File: config.mk
export PLATFORM = sky130hd
export DESIGN_NAME = aci_top
export DESIGN_NICKNAME = d
export VERILOG_FILES = /design/src/logic/aci_pkg.sv /design/src/logic/aci_top.sv
export SDC_FILE = /design/constraint.sdc
export NUM_CORES = 1
export LEC_CHECK = 0
export BUFFER_PORTS_ARGS = -buffer_cell sky130_fd_sc_hd__buf_2
export CELL_PAD_IN_SITES_DETAIL_PLACEMENT = 1
export CELL_PAD_IN_SITES_GLOBAL_PLACEMENT = 2
export CORE_MARGIN = 2
export CORE_UTILIZATION = 30
export CTS_CLUSTER_DIAMETER = 60
export DETAILED_ROUTE_END_ITERATION = 12
export PLACE_DENSITY_LB_ADDON = 0.1
export SLEW_MARGIN = 40
export SYNTH_ARGS = -nofsm -noshare
export SYNTH_HDL_FRONTEND = slang
export SYNTH_SLANG_ARGS = --single-unit
File: constraint.sdc
create_clock -name sys_clk -period 3.1 [get_ports sys_clk]
set_input_delay 0.62 -clock sys_clk [delete_from_list [all_inputs] [get_ports sys_clk]]
set_output_delay 0.62 -clock sys_clk [all_outputs]
set_load 0.02 [all_outputs]
File: src/logic/aci_pkg.sv
// Package of constants, opcodes and states for the ATA command interpreter
package aci_pkg;
   // ----------------------------------------------------------------
   // Register byte offsets on the APB side
   // ----------------------------------------------------------------
   localparam logic [7:0] OFS_DATA    = 8'h00;
   localparam logic [7:0] OFS_ERRFEAT = 8'h04;
   localparam logic [7:0] OFS_SECCNT  = 8'h08;
   localparam logic [7:0] OFS_SECNUM  = 8'h0c;
   localparam logic [7:0] OFS_CYLLO   = 8'h10;
   localparam logic [7:0] OFS_CYLHI   = 8'h14;
   localparam logic [7:0] OFS_DRVHEAD = 8'h18;
   localparam logic [7:0] OFS_STATCMD = 8'h1c;
   localparam logic [7:0] OFS_ALTCTL  = 8'h20;
   localparam logic [7:0] OFS_CONFIG  = 8'h24;
   // ----------------------------------------------------------------
   // Field positions and reset values
   // ----------------------------------------------------------------
   localparam int BIT_BUSY    = 7;
   localparam int BIT_DRDY    = 6;
   localparam int BIT_DSC     = 4;
   localparam int BIT_DRQ     = 3;
   localparam int BIT_ERR     = 0;
   localparam int BIT_ABORT   = 2;
   localparam int BIT_DRIVE   = 4;
   localparam int BIT_LBA     = 6;
   localparam int BIT_SRST    = 2;
   localparam int BIT_NIEN    = 1;
   localparam int BIT_DMA_EN  = 0;
   localparam int BIT_CARD    = 1;
   localparam logic [7:0] RST_SECCNT  = 8'h01;
   localparam logic [7:0] RST_SECNUM  = 8'h01;
   localparam logic [7:0] RST_DRVHEAD = 8'ha0;
   localparam logic [7:0] PWR_STANDBY_CODE = 8'h00;
   localparam logic [7:0] PWR_IDLE_CODE    = 8'hff;
   localparam logic [7:0] DIAG_PASS_CODE   = 8'h01;
   localparam logic [7:0] DIAG_FAIL_CODE   = 8'h80;
   localparam logic [15:0] PATTERN_A = 16'haa55;
   localparam logic [15:0] PATTERN_B = 16'h55aa;
   localparam int DIAG_DEPTH   = 8;
   localparam int IDENT_WORDS  = 256;
   // ----------------------------------------------------------------
   // Timing
   // ----------------------------------------------------------------
   localparam int CLK_HZ        = 40_000_000;
   localparam int MEDIA_TIME_NS = 1000;
   localparam int MEDIA_CYCLES  = (MEDIA_TIME_NS * (CLK_HZ / 1_000_000) + 999) / 1000;
   // ----------------------------------------------------------------
   // Opcodes
   // ----------------------------------------------------------------
   localparam logic [7:0] OP_CHKPWR_A = 8'h98, OP_CHKPWR_B = 8'he5;
   localparam logic [7:0] OP_DIAG     = 8'h90;
   localparam logic [7:0] OP_FORMAT   = 8'h50;
   localparam logic [7:0] OP_IDENT    = 8'hec;
   localparam logic [7:0] OP_RD_A     = 8'h20, OP_RD_B     = 8'h21;
   localparam logic [7:0] OP_VFY_A    = 8'h40, OP_VFY_B    = 8'h41;
   localparam logic [7:0] OP_WR_A     = 8'h30, OP_WR_B     = 8'h31;
   localparam logic [7:0] OP_RDL_A    = 8'h22, OP_RDL_B    = 8'h23;
   localparam logic [7:0] OP_SLEEP_A  = 8'h99, OP_SLEEP_B  = 8'he6;
   localparam logic [7:0] OP_STBY_A   = 8'h94, OP_STBY_B   = 8'he0;
   localparam logic [7:0] OP_IDLE_A   = 8'h97, OP_IDLE_B   = 8'he3;
   localparam logic [7:0] OP_IDLI_A   = 8'h95, OP_IDLI_B   = 8'he1;
   localparam logic [7:0] OP_RD_DMA   = 8'hc8;
   localparam logic [7:0] OP_WR_DMA   = 8'hca;
   // ----------------------------------------------------------------
   // Identify words
   // ----------------------------------------------------------------
   localparam logic [15:0] ID_W0_FIXED     = 16'h044a;
   localparam logic [15:0] ID_W0_REMOVABLE = 16'h848a;
   localparam logic [15:0] ID_BUF_TYPE     = 16'h0002;
   localparam logic [15:0] ID_ECC_BYTES    = 16'h0004;
   localparam logic [15:0] ID_MULTI_MAX    = 16'h0001;
   localparam logic [15:0] ID_CAPS         = 16'h0002;
   localparam logic [15:0] ID_PIO_TIMING   = 16'h0100;
   localparam logic [15:0] ID_MWDMA        = 16'h0407;
   localparam logic [15:0] ID_PIO_MODES    = 16'h0003;
   localparam logic [15:0] ID_CYCLE_NS     = 16'h0078;
   // ----------------------------------------------------------------
   // Types
   // ----------------------------------------------------------------
   typedef enum logic [7:0] {
      ST_IDLE   = 8'b0000_0001,
      ST_CHKPWR = 8'b0000_0010,
      ST_DIAG_W = 8'b0000_0100,
      ST_DIAG_R = 8'b0000_1000,
      ST_COUNT  = 8'b0001_0000,
      ST_IDENT  = 8'b0010_0000,
      ST_DONE   = 8'b0100_0000
   } aci_state_t;
   typedef enum logic [1:0] {
      PWR_IDLE    = 2'b01,
      PWR_STANDBY = 2'b10
   } aci_pwr_t;
endpackage : aci_pkg

File: src/logic/aci_top.sv
// ATA command interpreter with APB task-file access
// Summary of operation
// RULE_01: Power query in standby loads count zero
// RULE_02: Power query when idle loads all ones
// RULE_03: Query finish: busy drops, then interrupt
// RULE_04: Diagnostic writes, reads back two patterns
// RULE_05: Self-test mismatch puts code in error
// RULE_06: Format walks sectors from address registers; the code only counts down sec_cnt sectors
// RULE_07: Identify returns fixed words via data
// RULE_08: Decode 20h/21h as sector read
// RULE_09: Decode 40h/41h as read verify
// RULE_10: Decode 30h/31h as sector write
// RULE_11: Decode 22h/23h as long read
// RULE_12: Decode 99h/E6h as enter sleep
// RULE_13: Decode 94h/E0h as immediate standby
// RULE_14: Drive-only commands use only select bit
// RULE_15: DMA opcodes refused when DMA disabled
// RULE_16: Word 0 depends on interface mode
// RULE_17: Words 20/21 give buffer type, size
// RULE_18: Word 22 gives long-command ECC bytes
// RULE_19: Word 47 low byte: sectors per interrupt
// RULE_20: Word 51 high byte: PIO timing code
// RULE_21: Words 60-61 give LBA sector total
// RULE_22: New commands ignored while busy
// RULE_23: Status read clears interrupt request
// RULE_24: Drive/head bit 4 picks target drive
// RULE_25: Unknown opcode aborts with error, interrupt
//
// Our own choices: the APB interface to the registers and the placing of the registers.
`timescale 1ns/10ps
module aci_top
   import aci_pkg::*;
#(
   parameter logic [31:0] LBA_TOTAL  = 32'h0001_0000,
   parameter logic [15:0] BUF_BLOCKS = 16'h0002,
   parameter logic        DRIVE_NUM  = 1'b0
) (
   input  wire logic        sys_clk,
   input  wire logic        rst,
   input  wire logic        ce,
   input  wire logic        psel,
   input  wire logic        penable,
   input  wire logic        pwrite,
   input  wire logic [7:0]  paddr,
   input  wire logic [31:0] pwdata,
   output logic      [31:0] prdata,
   output logic             pready,
   output logic             pslverr,
   output logic             busy_flag,
   output logic             host_irq_request
);
   // ----------------------------------------------------------------
   // Functions
   // ----------------------------------------------------------------
   function automatic logic is_pair(input logic [7:0] op, input logic [7:0] a,
                                    input logic [7:0] b);
      is_pair = (op == a) || (op == b);
   endfunction : is_pair
   function automatic logic [15:0] ident_word(input logic [7:0] idx, input logic card);
      ident_word = 16'h0000;
      unique case (idx)
         8'd0:  ident_word = card ? ID_W0_REMOVABLE : ID_W0_FIXED;   // [RULE_16]
         8'd20: ident_word = ID_BUF_TYPE;                           // [RULE_17]
         8'd21: ident_word = BUF_BLOCKS;                            // [RULE_17]
         8'd22: ident_word = ID_ECC_BYTES;                          // [RULE_18]
         8'd47: ident_word = ID_MULTI_MAX;                          // [RULE_19]
         8'd49: ident_word = ID_CAPS;
         8'd51: ident_word = ID_PIO_TIMING;                         // [RULE_20]
         8'd60: ident_word = LBA_TOTAL[15:0];                       // [RULE_21]
         8'd61: ident_word = LBA_TOTAL[31:16];                      // [RULE_21]
         8'd63: ident_word = ID_MWDMA;
         8'd64: ident_word = ID_PIO_MODES;
         8'd65, 8'd66, 8'd67, 8'd68: ident_word = ID_CYCLE_NS;
         default: ident_word = 16'h0000;
      endcase
   endfunction : ident_word

   // ----------------------------------------------------------------
   // State
   // ----------------------------------------------------------------
   aci_state_t  state;
   aci_pwr_t    pwr;
   logic [7:0]  feature, sec_cnt, sec_num, cyl_lo, cyl_hi, drv_head, err_reg;
   logic        err_flag, drq, irq_pend, nien, dma_en, card_mode;
   logic [15:0] count;
   logic [7:0]  ident_idx;
   logic [2:0]  diag_idx;
   logic        diag_pass, diag_bad;
   logic [15:0] diag_buf [DIAG_DEPTH];

   // ----------------------------------------------------------------
   // APB decode
   // ----------------------------------------------------------------
   wire        acc      = psel && penable;
   wire        wr_acc   = acc && pwrite;
   wire        rd_acc   = acc && !pwrite;
   wire        setup_rd = psel && !penable && !pwrite;
   wire        mapped   = (paddr <= OFS_CONFIG) && (paddr[1:0] == 2'b00);
   wire        busy     = (state != ST_IDLE) && (state != ST_DONE);
   wire        wr_open  = wr_acc && !busy;                         // [RULE_22]
   wire [7:0]  wbyte    = pwdata[7:0];
   wire        soft_rst = wr_acc && (paddr == OFS_ALTCTL) && pwdata[BIT_SRST];
   wire        cmd_wr   = wr_open && (paddr == OFS_STATCMD);
   wire        for_us   = drv_head[BIT_DRIVE] == DRIVE_NUM;        // [RULE_24] [RULE_14]
   wire        go       = cmd_wr && for_us;
   wire [7:0]  status   = {busy, !busy, 1'b0, !busy, drq, 1'b0, 1'b0, err_flag};
   wire        stat_rd  = rd_acc && (paddr == OFS_STATCMD);
   wire        data_rd  = rd_acc && (paddr == OFS_DATA) && (state == ST_IDENT);
   wire        in_rst   = rst || soft_rst;

   // ----------------------------------------------------------------
   // Opcode decode
   // ----------------------------------------------------------------
   wire op_chkpwr = is_pair(wbyte, OP_CHKPWR_A, OP_CHKPWR_B);
   wire op_diag   = wbyte == OP_DIAG;                              // [RULE_04]
   wire op_format = wbyte == OP_FORMAT;                            // [RULE_06]
   wire op_ident  = wbyte == OP_IDENT;                             // [RULE_07]
   wire op_media  = is_pair(wbyte, OP_RD_A, OP_RD_B)               // [RULE_08]
                 || is_pair(wbyte, OP_VFY_A, OP_VFY_B)             // [RULE_09]
                 || is_pair(wbyte, OP_WR_A, OP_WR_B)               // [RULE_10]
                 || is_pair(wbyte, OP_RDL_A, OP_RDL_B);            // [RULE_11]
   wire op_dma    = (wbyte == OP_RD_DMA) || (wbyte == OP_WR_DMA);
   wire op_dma_ok = op_dma && dma_en;                              // [RULE_15]
   wire op_sleep  = is_pair(wbyte, OP_SLEEP_A, OP_SLEEP_B);        // [RULE_12]
   wire op_stby   = is_pair(wbyte, OP_STBY_A, OP_STBY_B);          // [RULE_13]
   wire op_idle   = is_pair(wbyte, OP_IDLE_A, OP_IDLE_B)
                 || is_pair(wbyte, OP_IDLI_A, OP_IDLI_B);
   wire op_known  = op_chkpwr || op_diag || op_format || op_ident || op_media
                 || op_dma_ok || op_sleep || op_stby || op_idle;
   // Sector count of zero means 256 sectors, as in every ATA transfer
   wire [15:0] sectors    = (sec_cnt == 8'h00) ? 16'd256 : {8'h00, sec_cnt};
   wire [15:0] media_len  = 16'(MEDIA_CYCLES) * sectors;

   // ----------------------------------------------------------------
   // Next state
   // ----------------------------------------------------------------
   aci_state_t next_state;
   wire count_end = count == 16'd0;
   wire diag_last = diag_idx == 3'(DIAG_DEPTH - 1);
   always_comb begin
      next_state = state;
      unique case (state)
         ST_IDLE, ST_DONE: begin
            next_state = ST_IDLE;
            if (go) begin
               if (op_chkpwr) begin
                  next_state = ST_CHKPWR;
               end else if (op_diag) begin
                  next_state = ST_DIAG_W;
               end else if (op_ident) begin
                  next_state = ST_IDENT;
               end else if (op_format || op_media || op_dma_ok) begin
                  next_state = ST_COUNT;
               end else begin
                  next_state = ST_DONE;                            // [RULE_25]
               end
            end
         end
         ST_CHKPWR: next_state = ST_DONE;
         ST_DIAG_W: next_state = diag_last ? ST_DIAG_R : ST_DIAG_W;
         ST_DIAG_R: next_state = !diag_last ? ST_DIAG_R : (diag_pass ? ST_DONE : ST_DIAG_W);
         ST_COUNT:  next_state = count_end ? ST_DONE : ST_COUNT;
         ST_IDENT:  next_state = (data_rd && ident_idx == 8'(IDENT_WORDS - 1)) ? ST_DONE
                                                                              : ST_IDENT;
         default:   next_state = ST_IDLE;
      endcase
   end

   // ----------------------------------------------------------------
   // Sequencer
   // ----------------------------------------------------------------
   wire [15:0] diag_pat = diag_pass ? PATTERN_B : PATTERN_A;
   wire        diag_mis = (state == ST_DIAG_R) && (diag_buf[diag_idx] != diag_pat);

   always_ff @(posedge sys_clk) begin
      if (in_rst) begin
         state     <= ST_IDLE;
         count     <= 16'd0;
         ident_idx <= 8'd0;
         diag_idx  <= 3'd0;
         diag_pass <= 1'b0;
         diag_bad  <= 1'b0;
         drq       <= 1'b0;
         pwr       <= PWR_IDLE;
      end else if (ce) begin
         state <= next_state;
         if (!busy && go) begin                                    // DONE accepts too: none lost
            count     <= op_format ? sectors : media_len;          // [RULE_06]
            ident_idx <= 8'd0;
            diag_idx  <= 3'd0;
            diag_pass <= 1'b0;
            diag_bad  <= 1'b0;
            drq       <= op_ident;
            if (op_sleep || op_stby) begin
               pwr <= PWR_STANDBY;                                 // [RULE_12] [RULE_13]
            end else if (op_idle) begin
               pwr <= PWR_IDLE;
            end
         end
         if (state == ST_COUNT && !count_end) begin
            count <= count - 16'd1;
         end
         if (state == ST_DIAG_W || state == ST_DIAG_R) begin
            diag_idx <= diag_idx + 3'd1;                           // [RULE_04]
         end
         if (diag_mis) begin
            diag_bad <= 1'b1;
         end
         if (state == ST_DIAG_R && diag_last) begin
            diag_pass <= 1'b1;
         end
         if (data_rd) begin
            ident_idx <= ident_idx + 8'd1;
            if (ident_idx == 8'(IDENT_WORDS - 1)) begin
               drq <= 1'b0;
            end
         end
      end
   end

   // Buffer under test, written one word a cycle
   always_ff @(posedge sys_clk) begin
      if (ce && state == ST_DIAG_W) begin
         diag_buf[diag_idx] <= diag_pat;                           // [RULE_04]
      end
   end

   // ----------------------------------------------------------------
   // Task-file registers
   // ----------------------------------------------------------------
   wire unknown_cmd = go && !op_known;
   wire fin         = state == ST_DONE;
   wire diag_end    = state == ST_DIAG_R && diag_last && diag_pass;

   always_ff @(posedge sys_clk) begin
      if (in_rst) begin
         feature  <= 8'h00;
         sec_cnt  <= RST_SECCNT;
         sec_num  <= RST_SECNUM;
         cyl_lo   <= 8'h00;
         cyl_hi   <= 8'h00;
         drv_head <= RST_DRVHEAD;
         err_reg  <= 8'h00;
         err_flag <= 1'b0;
      end else if (ce) begin
         if (wr_open) begin
            unique case (paddr)
               OFS_ERRFEAT: feature  <= wbyte;
               OFS_SECCNT:  sec_cnt  <= wbyte;
               OFS_SECNUM:  sec_num  <= wbyte;
               OFS_CYLLO:   cyl_lo   <= wbyte;
               OFS_CYLHI:   cyl_hi   <= wbyte;
               OFS_DRVHEAD: drv_head <= wbyte;
               default: ;
            endcase
         end
         if (go) begin
            err_reg  <= 8'h00;
            err_flag <= 1'b0;
         end
         if (unknown_cmd) begin
            err_reg[BIT_ABORT] <= 1'b1;                            // [RULE_25] [RULE_15]
            err_flag           <= 1'b1;
         end
         if (state == ST_CHKPWR) begin
            sec_cnt <= (pwr == PWR_STANDBY) ? PWR_STANDBY_CODE     // [RULE_01]
                                            : PWR_IDLE_CODE;       // [RULE_02]
         end
         if (diag_end) begin
            err_reg  <= (diag_bad || diag_mis) ? DIAG_FAIL_CODE : DIAG_PASS_CODE; // [RULE_05]
            err_flag <= diag_bad || diag_mis;
         end
      end
   end

   // ----------------------------------------------------------------
   // Interrupt and control
   // ----------------------------------------------------------------
   // Raised as DONE is left, one cycle after busy drops; a raise beats a status read
   always_ff @(posedge sys_clk) begin
      if (in_rst) begin
         irq_pend <= 1'b0;
         nien     <= 1'b0;
         dma_en   <= 1'b0;
         card_mode <= 1'b0;
      end else if (ce) begin
         if (fin) begin
            irq_pend <= 1'b1;                                      // [RULE_03] [RULE_25]
         end else if (stat_rd) begin
            irq_pend <= 1'b0;                                      // [RULE_23]
         end
         if (wr_acc && paddr == OFS_ALTCTL) begin
            nien <= pwdata[BIT_NIEN];
         end
         if (wr_acc && paddr == OFS_CONFIG) begin
            dma_en    <= pwdata[BIT_DMA_EN];
            card_mode <= pwdata[BIT_CARD];
         end
      end
   end

   assign busy_flag        = busy;
   assign host_irq_request = irq_pend && !nien;

   // ----------------------------------------------------------------
   // Read data, captured in the setup cycle
   // ----------------------------------------------------------------
   logic [31:0] next_rdata;
   always_comb begin
      next_rdata = 32'h0000_0000;
      unique case (paddr)
         OFS_DATA:    next_rdata = (state == ST_IDENT) ?                // [RULE_07]
                                   {16'h0000, ident_word(ident_idx, card_mode)} : 32'h0;
         OFS_ERRFEAT: next_rdata = {24'h0, err_reg};
         OFS_SECCNT:  next_rdata = {24'h0, sec_cnt};
         OFS_SECNUM:  next_rdata = {24'h0, sec_num};
         OFS_CYLLO:   next_rdata = {24'h0, cyl_lo};
         OFS_CYLHI:   next_rdata = {24'h0, cyl_hi};
         OFS_DRVHEAD: next_rdata = {24'h0, drv_head};
         OFS_STATCMD: next_rdata = {24'h0, status};
         OFS_ALTCTL:  next_rdata = {24'h0, status};
         OFS_CONFIG:  next_rdata = {28'h0, pwr, card_mode, dma_en};
         default:     next_rdata = 32'h0000_0000;
      endcase
   end

   // Zero wait states keep the read side effects tied to the access phase
   always_ff @(posedge sys_clk) begin
      if (rst) begin
         prdata <= 32'h0000_0000;
      end else if (ce && setup_rd) begin
         prdata <= next_rdata;
      end
   end

   assign pready  = 1'b1;
   assign pslverr = acc && !mapped;
endmodule : aci_top

After elaboration in Yosys (flattened, before gate mapping)
Memory sizes are Yosys's and may differ from the RTL's. A register that Yosys moved wholly into a read port is not among the register bits. Cells that the tools add are included.

Flip-flop bits (word level): 125. RAM bits: 128. Output and inout port bits: 36. Memories: 1.

Add/subtract/negate cells: 3. Multiply operators: 1. Order comparisons: 1. Eq/ne operators: 58. Mux-type cells: 49. Bitwise gates (word level): 1. Reduce and logical (&&, ||, !) cells: 100.

Memory list: diag_buf (words 8, width 16, rd ports 1, clocked after Yosys merged registers in 1, wr ports 1, line aci_top.sv:89) `logic [15:0] diag_buf [DIAG_DEPTH];`.

Operator list (count): 16-bit case mux with 9 select lines (1); 16-bit case mux with 8 select lines (1); 8-bit == test, second input constant (15); 8-bit by 6-bit == test with 1-bit output, second input constant (14); 16-bit 2-to-1 mux (5); 8-bit by 7-bit == test with 1-bit output, second input constant (9); 8-bit 2-to-1 mux (9); 8-bit by 5-bit == test with 1-bit output, second input constant (8); 7-bit 2-to-1 mux (9); 8-bit case mux with 6 select lines (1); 1-bit logical AND (28); 1-bit logical OR (28); 8-bit by 4-bit == test with 1-bit output, second input constant (3); 8-bit zero test (3); 2-bit AND reduction (10); 2-bit nonzero test (10); 3-bit AND reduction (6); 8-bit by 3-bit == test with 1-bit output, second input constant (2); 16-bit zero test (1); 16-bit != test (1); 16-bit by 1-bit subtractor with 16-bit output, second input constant (1); 15-bit 2-to-1 mux (1); 1-bit 2-to-1 mux (14); 3-bit by 9-bit multiplier with 12-bit output, first input constant (1); 20 further kinds (32).

Logic depth before layout (Yosys ltp)
Word-level depth: 14. Mapped depth: 11. Depth with buffers taken out: 10.

Worst setup path before layout
Ideal clock, no wire load.

Path type: in2out. Start point: input port paddr[3]. End point: output port pslverr. Data arrival time: 1722 ps. Required time: 2480 ps. Slack: 758 ps. Stages: 5. Path through: clkbuf_1 buf_2 o21ai_0 and3_1 nor2_1.

Word-level cells in the longest chain between the ends: 4.

Ends and longest elaborated chain: from (decl) (line aci_top.sv:44) `input wire logic [7:0] paddr,`; 8-bit by 6-bit less-or-equal comparator with 1-bit output (line aci_top.sv:98) `wire mapped = (paddr <= OFS_CONFIG) && (paddr[1:0] == 2'b00);`; 1-bit logical AND (line aci_top.sv:98); 1-bit zero test (line aci_top.sv:337) `assign pslverr = acc && !mapped;`; 1-bit logical AND (line aci_top.sv:337); to (decl) (line aci_top.sv:48) `output logic pslverr,`.

Every way passes these cells.

Final worst setup path
Start point: register sec_cnt[2]. End point: register count[12].

Word-level cells in the longest chain between the ends: 6.

Ends and longest elaborated chain: from (decl) (line aci_top.sv:83) `logic [7:0] feature, sec_cnt, sec_num, cyl_lo, cyl_hi, drv_head, err_reg;`; from (signal assigned) (line aci_top.sv:249) `OFS_SECCNT: sec_cnt <= wbyte;`; from (signal assigned) (line aci_top.sv:266) `sec_cnt <= (pwr == PWR_STANDBY) ? PWR_STANDBY_CODE`; 8-bit zero test (line aci_top.sv:131) `wire [15:0] sectors = (sec_cnt == 8'h00) ? 16'd256 : {8'h00, sec_cnt};`; 9-bit 2-to-1 mux (*) (line aci_top.sv:131); 3-bit by 9-bit multiplier with 12-bit output (*) (line aci_top.sv:132) `wire [15:0] media_len = 16'(MEDIA_CYCLES) * sectors;`; 15-bit 2-to-1 mux (*) (line aci_top.sv:188) `count <= op_format ? sectors : media_len;`; 16-bit 2-to-1 mux (*) (line aci_top.sv:187) `if (!busy && go) begin`; 16-bit 2-to-1 mux (*) (line aci_top.sv:200) `if (state == ST_COUNT && !count_end) begin`; to (signal assigned) (line aci_top.sv:188); to (signal assigned) (line aci_top.sv:201) `count <= count - 16'd1;`; to (decl) (line aci_top.sv:85) `logic [15:0] count;`.

Every way passes the cells marked *; elsewhere a longest branch is shown, timed or not. The select of a mux whose other input is x is not followed. A chain may end at the register's enable or synchronous reset.

==> flow_summary.yaml <==
setup_path:
  max_stage_delay_ns: 0.46
  cp_slowest_cell: "dfxtp_1"
  critPathBufInv: 1
  critPathCaptureType: "flop"
  criticalPathCategory: "flop to flop"
  required_ns: 3.41
  rrSetupSlack_ns: 0.42
  arrival_ns: 2.99
  crit_fanout: 4
  crit_family: "adder cells"
  regToRegEndpoint: "count[12]"
  reg2reg_depth: 10
  rr_startpoint: "sec_cnt[2]"
  startpoint_type: "flop"
  crit_chain: "ha_1, ha_1, inv_1, fa_1, nand2b_1, a21oi_1, mux2i_1, a211oi_1, o21ai_0, a21oi_1"
global_route:
  grtUsageMet1_pct: 28.1
  grt_pass1_wl_um: 39600
  grt.busiest_layer: "met2"
  grt_use_met3_pct: 2.93
  grt-ovfl-total: 0
  grt_pass1_vias: 6848
  grt_use_total_pct: 20.9
  antenna_found_initial: 0
  use_met2_pct: 34.8
  grt_max_degree: 21
logic_synthesis:
  synth_top_cell_area_share_pct: 28.5
  ys_warn_count: 0
  ys_ff_latch: 117
  synth-edff-count: 16
  synth_top_area_cell: "dfxtp_1"
  async_flop_share_pct: 0
  synth_ff_type: "dfxtp_1"
  synth.cell_area_um2: 7100
  synth_cell_type_count: 77
  synthTopCellsByArea: "dfxtp_1, edfxtp_1, mux2i_1, nor2_1, nand2_1"
  postSynthCellCount: 864
  yosysSeqAreaShare_pct: 35.2
  avgSynthCellArea_um2: 8.22
route:
  first_pass_iters: 4
  wl_per_cell_um: 20.4
  num_vias: 6661
  drt_wl_total_um: 25000
  drtIter0Drc: 436
  ant_nets: 0
  routed_via_density: 5.45
  drc: 0
timing:
  final.setup.tns_ns: 0
  hold_viol: 0
  whs_ns: 0.441
  max_freq_ghz: 0.374
  period_share_pct: 86.3
  fin_crit_ns: 2.68
  finalSetupViolations: 0
  fin_skew_ns: 0.0102
  worst_pin_slew_ns: 0.664
  rsz0062_at_grt: "false"
  drv_slew: 0
  slew_headroom_pct: 55.3
placed_design:
  gp_congestion: 0.820
  port_buffers: 35
  place_hpwl_um: 18800
  dpl_cell_area_um2: 7610
clock_tree:
  clk_pin_slew_worst_paths_ns: 0.06
  clockRootBuffer: "clkbuf_16"
  cts_resized: 0
  cts_num_sinks: 117
  cts_buffers: 17
  clock_latency_ns: 0.43
  cts_hold_buf: 0
  cts_buffer_depth: 2
  htree_num_levels: 4
  cts_tree: "built"
  cts_setup_buffers: 0
power_and_ir_drop:
  p_leak_nw: 3.05
  p_clk_share_pct: 55.1
  switching_power_w: 0.000969
  power-per-cell-area_nw_per_um2: 475
  comb_power_share_pct: 5.6
  internal_power_w: 0.00295
  seqPwrFrac_pct: 39.3
  ir_drop_mv: 0.254
  switching_share_pct: 24.8
run:
  max_cap_viol_count: 0
cells_and_area:
  nNetsFinal: 956
  top_regs: "count: 16 flops, diag_buf: 16 flops, prdata: 11 flops"
  syn_to_final_growth_pct: 16.1
  final_cell_area_um2: 8240
  n_antenna_cell: 0
  layout-drive-gt1-share_pct: 14.5
die:
  io_pins: 82
  dieArea_um2: 24900
  num_rows: 56
  coreArea_um2: 23300
  die_w_um: 158
  start_util_pct: 30.4
  die_y_um: 158
hold_path:
  min-delay-start: "prdata[5]"
  min_path_cells: 2
  hold_path_end: "prdata[5]"
  hp-class: "flop to flop"
outcome:
  status: "finished, final reports clean"
power groups by stage:
stage / Clock, W / Sequential, W / Combinational, W
global route: 0.00226 / 0.00154 / 0.000236
global placement: 0 / 0.00157 / 0.000216
floorplan: 0 / 0.00157 / 0.000154
detailed placement: 0 / 0.00157 / 0.000218
CTS: 0.00220 / 0.00154 / 0.000219
finish: 0.00216 / 0.00154 / 0.000220
worst max-delay path by stage:
stage	slack [ns]	startpoint	cells after the start	end
finish	0.42	sec_cnt[2]	10	count[12]
global route	0.29	sec_cnt[2]	10	count[12]
CTS	0.41	sec_cnt[4]	9	count[12]
detailed placement	0.34	paddr[5]	6	count[9]
global placement	0.35	paddr[5]	6	count[9]
floorplan	0.76	paddr[3]	5	pslverr
Yosys cell counts (11+ instances only):
cell type and instances:
a211oi_1 11, a21oi_1 56, and3_1 13, buf_2 15, buf_4 23, clkbuf_1 45
dfxtp_1 101, edfxtp_1 16, ha_1 18, inv_1 23, mux2i_1 40, nand2_1 84
nand3_1 35, nor2_1 95, nor2b_1 14, nor3_1 21, nor4_1 14, o21ai_0 25
o21ai_1 15, o22ai_1 12
cell type report:
class / count / area (um^2)
Fill cell: 2760 / 15100
Multi-Input combinational cell: 661 / 4180
Sequential cell: 117 / 2500
Timing Repair Buffer: 71 / 445
Clock buffer: 18 / 429
Tap cell: 319 / 399
Clock inverter: 14 / 199
Inverter: 23 / 86.3
logic make-up (layout without fill, tap and decap cells):
logic type      count (synthesis)  after routing  share of synthesized area [%]
flops                         117            117                           35.2
buf+inv                       106            126                           7.08
fa+ha+maj                      19             19                           3.45
xor+xnor                       12             12                           1.59
mux                            46             46                           6.59
other cells                     2             22                          0.106
compound gates                208            208                           19.6
simple gates                  354            354                           26.3
placed cells by master, fill, tap and decap left out, types with 9 or more instances in the layout:
cell       Yosys  routed
and3_1        13      13
nor3_1        21      21
ha_1          18      18
mux2i_1       40      40
a211oi_1      11      11
nor2b_1       14      14
o22ai_1       12      12
dfxtp_1      101     101
a22o_1         9       9
o2111ai_1     10      10
buf_4         23      36
nand2_1       84      84
inv_1         23      23
nand2b_1      10      10
buf_2         15      35
edfxtp_1      16      16
o21ai_1       15      15
conb_1         2      22
or3_1          9       9
a21oi_1       56      56
nor2_1        95      94
xor2_1        10      10
clkbuf_16      0      17
a22oi_1       10      10
nor4_1        14      14
o21ai_0       25      25
nand3_1       35      35
tightest hold or removal path: stages, from the launching register on:
cell and delay, ns:
dfxtp_1 0.31, nand2_1 0.05, nand2_1 0.04
metrics by stage:
| step | setup WS (ns) | instances | total power [W] | util [%] |
|---|---|---|---|---|
| floorplan | 0.758 | 884 | 0.00172 | - |
| global placement | 0.353 | 1191 | 0.00179 | 32.6 |
| detailed placement | 0.342 | 1191 | 0.00179 | 32.6 |
| CTS | 0.414 | 1223 | 0.00396 | 35.3 |
| global route | 0.286 | 1223 | 0.00404 | 35.3 |
| finish | 0.425 | 1223 | 0.00391 | 35.3 |
layer usage:
layer / part of all wire [%] / vias up
li1: - / 3170
met1: 48 / 3347
met2: 47 / 112
met3: 3.0 / 32
met4: 1.9 / 0
met5: 0 / -
(Power assumes the default switching activity.)
